**src/rtl/fpwdt_pkg.sv**
```systemverilog
// constants and types shared by the fixed-period watchdog
package fpwdt_pkg;
  localparam int unsigned CLK_FREQ_HZ     = 100_000_000;
  localparam int unsigned TIMEOUT_MS      = 800;
  localparam longint unsigned TIMEOUT_CYC_L = (longint'(CLK_FREQ_HZ) * TIMEOUT_MS) / 1000;
  localparam int unsigned TIMEOUT_CYCLES  = int'(TIMEOUT_CYC_L);
  localparam int          CNT_W           = 27;
  localparam int unsigned SYS_RST_MS      = 0;
  localparam logic [7:0]  RST_PULSE_CYC   = 8'h10;
  localparam logic [CNT_W-1:0] CNT_ZERO   = {CNT_W{1'b0}};
  localparam logic [CNT_W-1:0] CNT_ONE    = {{(CNT_W-1){1'b0}}, 1'b1};
  typedef enum logic [1:0] {
    FPWDT_IDLE,
    FPWDT_RUN,
    FPWDT_BITE
  } fpwdt_state_t;
endpackage : fpwdt_pkg

```
**src/rtl/fpwdt_sync.sv**
```systemverilog
// two-flop synchroniser for one level
`timescale 1ns/1ns
module fpwdt_sync (
  input  wire logic sys_clk_i,
  input  wire logic rst_n_i,
  input  wire logic clk_en_i,
  input  wire logic async_i,
  output logic      sync_o
);
  logic meta;
  logic next_meta;
  logic next_sync;

  always_comb begin
    next_meta = clk_en_i ? async_i : meta;
    next_sync = clk_en_i ? meta : sync_o;
  end

  always_ff @(posedge sys_clk_i or negedge rst_n_i) begin
    if (!rst_n_i) begin
      meta   <= 1'b0;
      sync_o <= 1'b0;
    end else begin
      meta   <= next_meta;
      sync_o <= next_sync;
    end
  end
endmodule : fpwdt_sync

```
**src/rtl/fpwdt_top.sv**
```systemverilog
// fixed-period watchdog with system reset request and sticky reset cause
//
// Summary of operation
// - timeout is a fixed 0.8 s; no software path changes it.
// - running watchdog with no refresh inside 0.8 s requests full system reset.
// - software arms and disarms; when armed it must refresh before timeout.
// - reset-cause flag survives the watchdog reset and reads back to software.
`timescale 1ns/1ns
module fpwdt_top
  import fpwdt_pkg::*;
#(
  // build-time only, no software path reaches it; a bench may shorten it
  parameter int unsigned TIMEOUT_CYC = TIMEOUT_CYCLES
)
(
  input  wire logic sys_clk_i,
  input  wire logic rst_n_i,
  input  wire logic clk_en_i,
  input  wire logic watchdog_arm_call_i,
  input  wire logic watchdog_disarm_call_i,
  input  wire logic watchdog_kick_call_i,
  input  wire logic cause_clear_i,
  output logic      last_reset_cause_query_o,
  output logic      armed_o,
  output logic      sys_reset_req_o
);
  import fpwdt_pkg::*;

  // rst_n_i is power-on only; the bite is issued as sys_reset_req_o and
  // must not feed back into rst_n_i, otherwise the cause flag is lost

  fpwdt_state_t      state;
  fpwdt_state_t      next_state;
  logic [CNT_W-1:0]  count;
  logic [CNT_W-1:0]  next_count;
  logic [7:0]        pulse;
  logic [7:0]        next_pulse;
  logic              next_cause;
  logic              next_armed;
  logic              next_req;
  logic              cause_clr_s;

  // software clear may come from an unrelated domain during boot
  fpwdt_sync u_clr_sync (
    .sys_clk_i (sys_clk_i),
    .rst_n_i   (rst_n_i),
    .clk_en_i  (clk_en_i),
    .async_i   (cause_clear_i),
    .sync_o    (cause_clr_s)
  );

  localparam logic [CNT_W-1:0] LAST_CNT = CNT_W'(TIMEOUT_CYC - 1);

  always_comb begin
    next_state = state;
    next_count = count;
    next_pulse = pulse;
    next_cause = last_reset_cause_query_o;
    next_armed = armed_o;
    next_req   = sys_reset_req_o;
    if (clk_en_i) begin
      if (cause_clr_s) begin
        next_cause = 1'b0;
      end
      case (state)
        FPWDT_IDLE: begin
          next_count = CNT_ZERO;
          if (watchdog_arm_call_i && !watchdog_disarm_call_i) begin
            next_state = FPWDT_RUN;
            next_armed = 1'b1;
          end
        end
        FPWDT_RUN: begin
          if (watchdog_disarm_call_i) begin
            next_state = FPWDT_IDLE;
            next_armed = 1'b0;
            next_count = CNT_ZERO;
          end else if (watchdog_kick_call_i) begin
            next_count = CNT_ZERO;
          end else if (count == LAST_CNT) begin
            next_state = FPWDT_BITE;
            next_req   = 1'b1;
            next_cause = 1'b1;
            next_pulse = RST_PULSE_CYC;
            next_count = CNT_ZERO;
          end else begin
            next_count = count + CNT_ONE;
          end
        end
        FPWDT_BITE: begin
          // a bite wins over a clear that lands in the same cycle
          next_cause = 1'b1;
          if (pulse == 8'h01) begin
            next_state = FPWDT_IDLE;
            next_req   = 1'b0;
            next_armed = 1'b0;
            next_pulse = 8'h00;
          end else begin
            next_pulse = pulse - 8'h01;
          end
        end
        default: begin
          next_state = FPWDT_IDLE;
          next_armed = 1'b0;
          next_req   = 1'b0;
          next_count = CNT_ZERO;
        end
      endcase
    end
  end

  always_ff @(posedge sys_clk_i or negedge rst_n_i) begin
    if (!rst_n_i) begin
      state                    <= FPWDT_IDLE;
      count                    <= CNT_ZERO;
      pulse                    <= 8'h00;
      last_reset_cause_query_o <= 1'b0;
      armed_o                  <= 1'b0;
      sys_reset_req_o          <= 1'b0;
    end else begin
      state                    <= next_state;
      count                    <= next_count;
      pulse                    <= next_pulse;
      last_reset_cause_query_o <= next_cause;
      armed_o                  <= next_armed;
      sys_reset_req_o          <= next_req;
    end
  end
endmodule : fpwdt_top

```
**config.mk**
```make
export PLATFORM = sky130hd
export DESIGN_NAME = fpwdt_top
export DESIGN_NICKNAME = d
export VERILOG_FILES = /design/src/rtl/fpwdt_pkg.sv /design/src/rtl/fpwdt_sync.sv /design/src/rtl/fpwdt_top.sv
export SDC_FILE = /design/constraint.sdc
export NUM_CORES = 1
export LEC_CHECK = 0
export BUFFER_PORTS_ARGS = -buffer_cell sky130_fd_sc_hd__buf_4
export CORE_ASPECT_RATIO = 1.75
export CORE_MARGIN = 1
export CORE_UTILIZATION = 45
export DETAILED_ROUTE_END_ITERATION = 12
export PLACE_DENSITY = 0.69
export SYNTH_ARGS = -nofsm -noshare
export SYNTH_HDL_FRONTEND = slang
export SYNTH_SLANG_ARGS = --single-unit
```
**constraint.sdc**
```tcl
create_clock -name sys_clk_i -period 2.1 [get_ports sys_clk_i]
set_clock_uncertainty 0.2 [all_clocks]
set_input_delay 0.42 -clock sys_clk_i [delete_from_list [all_inputs] [get_ports sys_clk_i]]
set_output_delay 0.42 -clock sys_clk_i [all_outputs]
set_load 0.01 [all_outputs]
```
* After elaboration in Yosys (flattened, before gate mapping)
Cells that the tools add are included.
Word-level totals: flip-flop bits (word level) 42, logic and storage cells 61, input bits 7
Cells by class: muxes and demuxes 28, equal/unequal tests 12, add/subtract/negate cells 2, bitwise operators 2, reduce and logical (&&, ||, !) cells 9
Operators with widths (number):
- 27-bit 2-to-1 mux | 3
- 27-bit one-hot mux with 2 select lines | 1
- 8-bit 2-to-1 mux | 4
- 27-bit by 1-bit adder with 27-bit output, second input constant | 1
- 27-bit equality test, second input constant | 1
- 8-bit one-hot mux with 2 select lines | 1
- 2-bit != test, second input constant | 6
- 1-bit 2-to-1 mux | 10
- 2-bit 2-to-1 mux | 5
- 5-bit AND reduction | 2
- 8-bit by 1-bit equality test with 1-bit output, second input constant | 1
- 8-bit by 1-bit subtractor with 8-bit output, second input constant | 1
- 3-bit != test, second input constant | 2
- 1-bit one-hot mux with 3 select lines | 2
- 2-bit one-hot mux with 3 select lines | 1
- 6-bit AND reduction | 1
- 4-bit AND reduction | 1
- 2-bit by 1-bit equality test with 1-bit output, second input constant | 1
- 2-bit equality test, second input constant | 1
- 2-bit logical NOT | 1
- 1-bit inverter | 2
- 1-bit one-hot mux with 2 select lines | 1
- 2-bit AND reduction | 1
- 2-bit nonzero test | 1
- 2 further kinds | 2

* Depth between registers and ports, before layout
word-level depth 5, gate-level depth with buffers 8, mapped depth without buffers 7

* Hierarchy
A second synthesis with hierarchy kept.
Unflattened totals: cell total of the unflattened synthesis 239, area total of the unflattened synthesis 2302.2 sq um
By module, submodules not included:
- fpwdt_top | area each 2229.6 sq um, instances 1, cells each 235
- fpwdt_sync | area each 72.6 sq um, instances 1, cells each 4

* Least setup slack after synthesis
Ideal clock, no wire load.
path kind register to register, start register pulse[3], end register armed_o, buffers on the path 1, setup time 0.128 ns, arrival time 1.873 ns, data required time 1.772 ns, setup slack -0.101 ns, cell stages (with the launch flop) 7, cell sequence dfrtp_1 > buf_6 > or4_4 > o31ai_4 > nand3_2 > nor2_2 > mux2_1
On the way: word-level cells in the longest chain between the ends 3
Ends and longest elaborated chain:
- start, declared | line fpwdt_top.sv:36 | logic [7:0] pulse;
- start signal, assigned | line fpwdt_top.sv:123 | pulse <= next_pulse;
- 8-bit by 1-bit equality test with 1-bit output | line fpwdt_top.sv:93 | if (pulse == 8'h01) begin
- 2-bit != test (no line)
- 4-bit AND reduction (no line)
- end signal, assigned | line fpwdt_top.sv:125 | armed_o <= next_armed;
- end, declared | line fpwdt_top.sv:24 | output logic armed_o,
No other way between the ends. A chain may end at the register's enable or synchronous reset.

* Worst setup path after layout
start register pulse[4], end register armed_o
The elaborated chain is that of the path after synthesis.

==> flow_summary.ini <==
[cts]
ctsHtreeMaxLevel = 2
clk_latency_ns = 0.29
cts_tree = yes
cts_buffer_depth = 2
clkSinkCount = 42
cts_inserted_buffers = 5
cts_root_buffer = clkbuf_8
cts.clk_slew.worst_paths_ns = 0.08

[setup_path]
cp_max_fo = 4
critPathKind = reg -> reg
arrival_ns = 2.12
required_ns = 2.08
crit_path_end_kind = flip-flop
reg2reg_slack_ns = -0.04
startpoint_type = flip-flop

[synthesis]
syn_nets = 265
synth_top_area_share_pct = 44.00
synthArstFlopShare_pct = 100.0
synth_edf_count = 0
syn_area_sq_um = 2389
ys_warn_count = 0
ys_types = 49
ys.flop_type = dfrtp_1
ys_seq_elements = 42
synth_top_area_cell = dfrtp_1
synth_area_leaders = dfrtp_1 44%, xnor2_1 6.2%, nor2_1 4.9%, ha_1 3.1%, nand2_1 3.0%
yosysSeqAreaShare_pct = 44.00
synthCells = 252
syn_area_per_cell_sq_um = 9.478

[floorplan]
initial_core_util_pct = 47.58
num_io_pins = 10
die_h_um = 98.38
rows = 34
die_area_sq_um = 5615
dieWidth_um = 57.08
fp.coreArea_sq_um = 5020

[route]
routedWlPerCell_um = 16.83
drt_pre_antenna_iters = 4
drt_iter0_drc = 94
vias = 2114
routed_wl_um = 6077
drc = 0
ant_nets = 0
vias_per_cell = 5.856

[sta]
fin_setup_tns_ns = -0.04431
max_slew.worst_pin.slew_ns = 0.5372
whs_ns = 0.1601
rsz0062_at_grt = true
period_needed_ns = 2.140
setup_violations = 3
hold_viol = 0
slew_headroom_pct = 64.19
fin_ws_ns = -0.03996
slew_violations = 0
post-route-period-util_pct = 101.9
fmax_mhz = 467.3

[global_routing]
grt_pass1_wl_um = 9308
first_global_vias = 2067
grt_usage_pct = 21.33
use_met3_pct = 3.444
grt_max_degree = 43
grt_overflow = 0
busiest_layer = met2
use_met2_pct = 38.82
grt_use_met1_pct = 22.76
antenna_found_initial = 0

[place]
portBuffers = 9
place_ws_ns = -0.03439
gp_congestion = 0.8376
place_hpwl_um = 4016

[final_layout]
antenna_cells = 0
drive_gt1_share_pct = 31.60
multiInputGateArea_sq_um = 1401
final_nets = 319
syn2layout_area_growth_pct = 31.12
fill_cells = 414
ff_latch_area_sq_um = 1051

[flow_run]
drv_cap = 0

[pwr]
leakagePower_nw = 1.370
ir_drop_v = 0.0004295
power.density_nw_per_um2 = 651.9

[outcome]
run_status = finished with violations
violations = negative setup slack

[hold_path]
hp-class = in -> reg
synthesized netlist by cell type, types with 2 or more instances:
cell type  instances
nor2_1            31
nor2_2             2
nand4_1            7
and2_1             5
nor4_1             5
nand2b_1           8
a31oi_1            5
nor3_1            12
o21ai_0           10
nand3_1           10
and4_1             5
nor4b_1            2
xor2_1             6
nor2b_1            5
a21oi_1            4
xnor2_1           17
clkbuf_1           3
buf_2              5
dfrtp_1           42
a31o_2             2
nand2_1           19
a211o_1            2
o21bai_1           2
ha_1               6
nand4_2            2
inv_1             11
mux2_2             2
through the flow:
stage               total power [W]  utilization [%]  cells  instance area (sq um)
finish                     0.002041            62.39    361                   3132
global route               0.002147            62.39    361                   3132
floorplan                  0.001197                -    252                   2389
CTS                        0.002018            58.28    353                   2925
global placement           0.001375            54.96    342                   2759
detailed placement         0.001382            54.96    342                   2759
final cells by class:
type / count / area share [%]
clock buffer: 8 / 3.516
inverter: 11 / 1.318
multi-input combinational: 190 / 44.75
sequential: 42 / 33.56
tap: 54 / 2.157
timing repair buffer: 56 / 14.70
critical path, cell delays in order (launching register included):
cell and delay (ns):
dfrtp_1 0.38, or4_4 0.56, o31ai_4 0.33, nand3_2 0.15
nor2_4 0.12, mux2_4 0.30
cells by family after synthesis:
group	count (synthesis)	share of synthesized area [%]
buf+inv	20	3.719
flops	42	44.00
simple gates	123	28.86
xor+xnor	23	8.434
compound gates	35	10.43
fa+ha+maj	6	3.143
mux	3	1.414
layout by cell type (no fill, tap or decap), types with 3 or more instances in the layout:
master | Yosys | final
and2_1 | 5 | 4
clkbuf_8 | 0 | 8
nor4_2 | 0 | 4
ha_1 | 6 | 6
a21oi_1 | 4 | 4
nand3_1 | 10 | 10
dfrtp_1 | 42 | 42
xor2_1 | 6 | 6
nor3_2 | 0 | 6
nand2_1 | 19 | 19
nand2b_1 | 8 | 8
buf_4 | 0 | 51
and4_1 | 5 | 5
nor3_1 | 12 | 6
inv_1 | 11 | 11
nor2_1 | 31 | 31
nor2b_1 | 5 | 3
nand4_1 | 7 | 7
o21ai_0 | 10 | 9
xnor2_1 | 17 | 17
a31oi_1 | 5 | 4
what timing repair did:
action	in CTS	in global routing
hold buffers	1	0
pin swaps	0	6
resized for setup	5	24
setup endpoints to repair	34	34
cloned	0	2
setup buffers	2	6
hold endpoints to repair	42	0
where the power goes:
| group | switching [W] | total (W) | internal [W] |
|---|---|---|---|
| registers | 0.0000412 | 0.000914 | 0.000873 |
| logic | 0.000263 | 0.000520 | 0.000257 |
| clock network | 0.000275 | 0.000607 | 0.000332 |
| total | 0.000580 | 0.00204 | 0.00146 |
path summary, 6_finish.rpt:
path	from	endpoint	depth (start not counted)
setup / recovery	pulse[4]$_DFFE_PN0P_	armed_o$_DFFE_PN0P_	5
hold / removal	cause_clear_i	u_clr_sync.meta$_DFFE_PN0P_	2
setup reg to reg	pulse[4]$_DFFE_PN0P_	armed_o$_DFFE_PN0P_	5
hold reg to reg	sys_reset_req_o$_DFFE_PN0P_	sys_reset_req_o$_DFFE_PN0P_	1
max in group asynchronous	rst_n_i	count[4]$_DFFE_PN0P_	2
min in group asynchronous	rst_n_i	count[21]$_DFFE_PN0P_	2
per-layer routing:
layer,part of all wire (%),up-vias
li1,-,992
met5,0,-
met4,4.4,0
met2,55,48
met1,38,1049
met3,2.3,25
sequential cells by signal, summed over array words and instances (netlist names):
signal and count:
u_clr_sync.meta 1, state 2, armed_o 1, pulse 8
u_clr_sync.sync_o 1, count 27, last_reset_cause_query_o 1, sys_reset_req_o 1
Power figures use the tool's default switching activity.
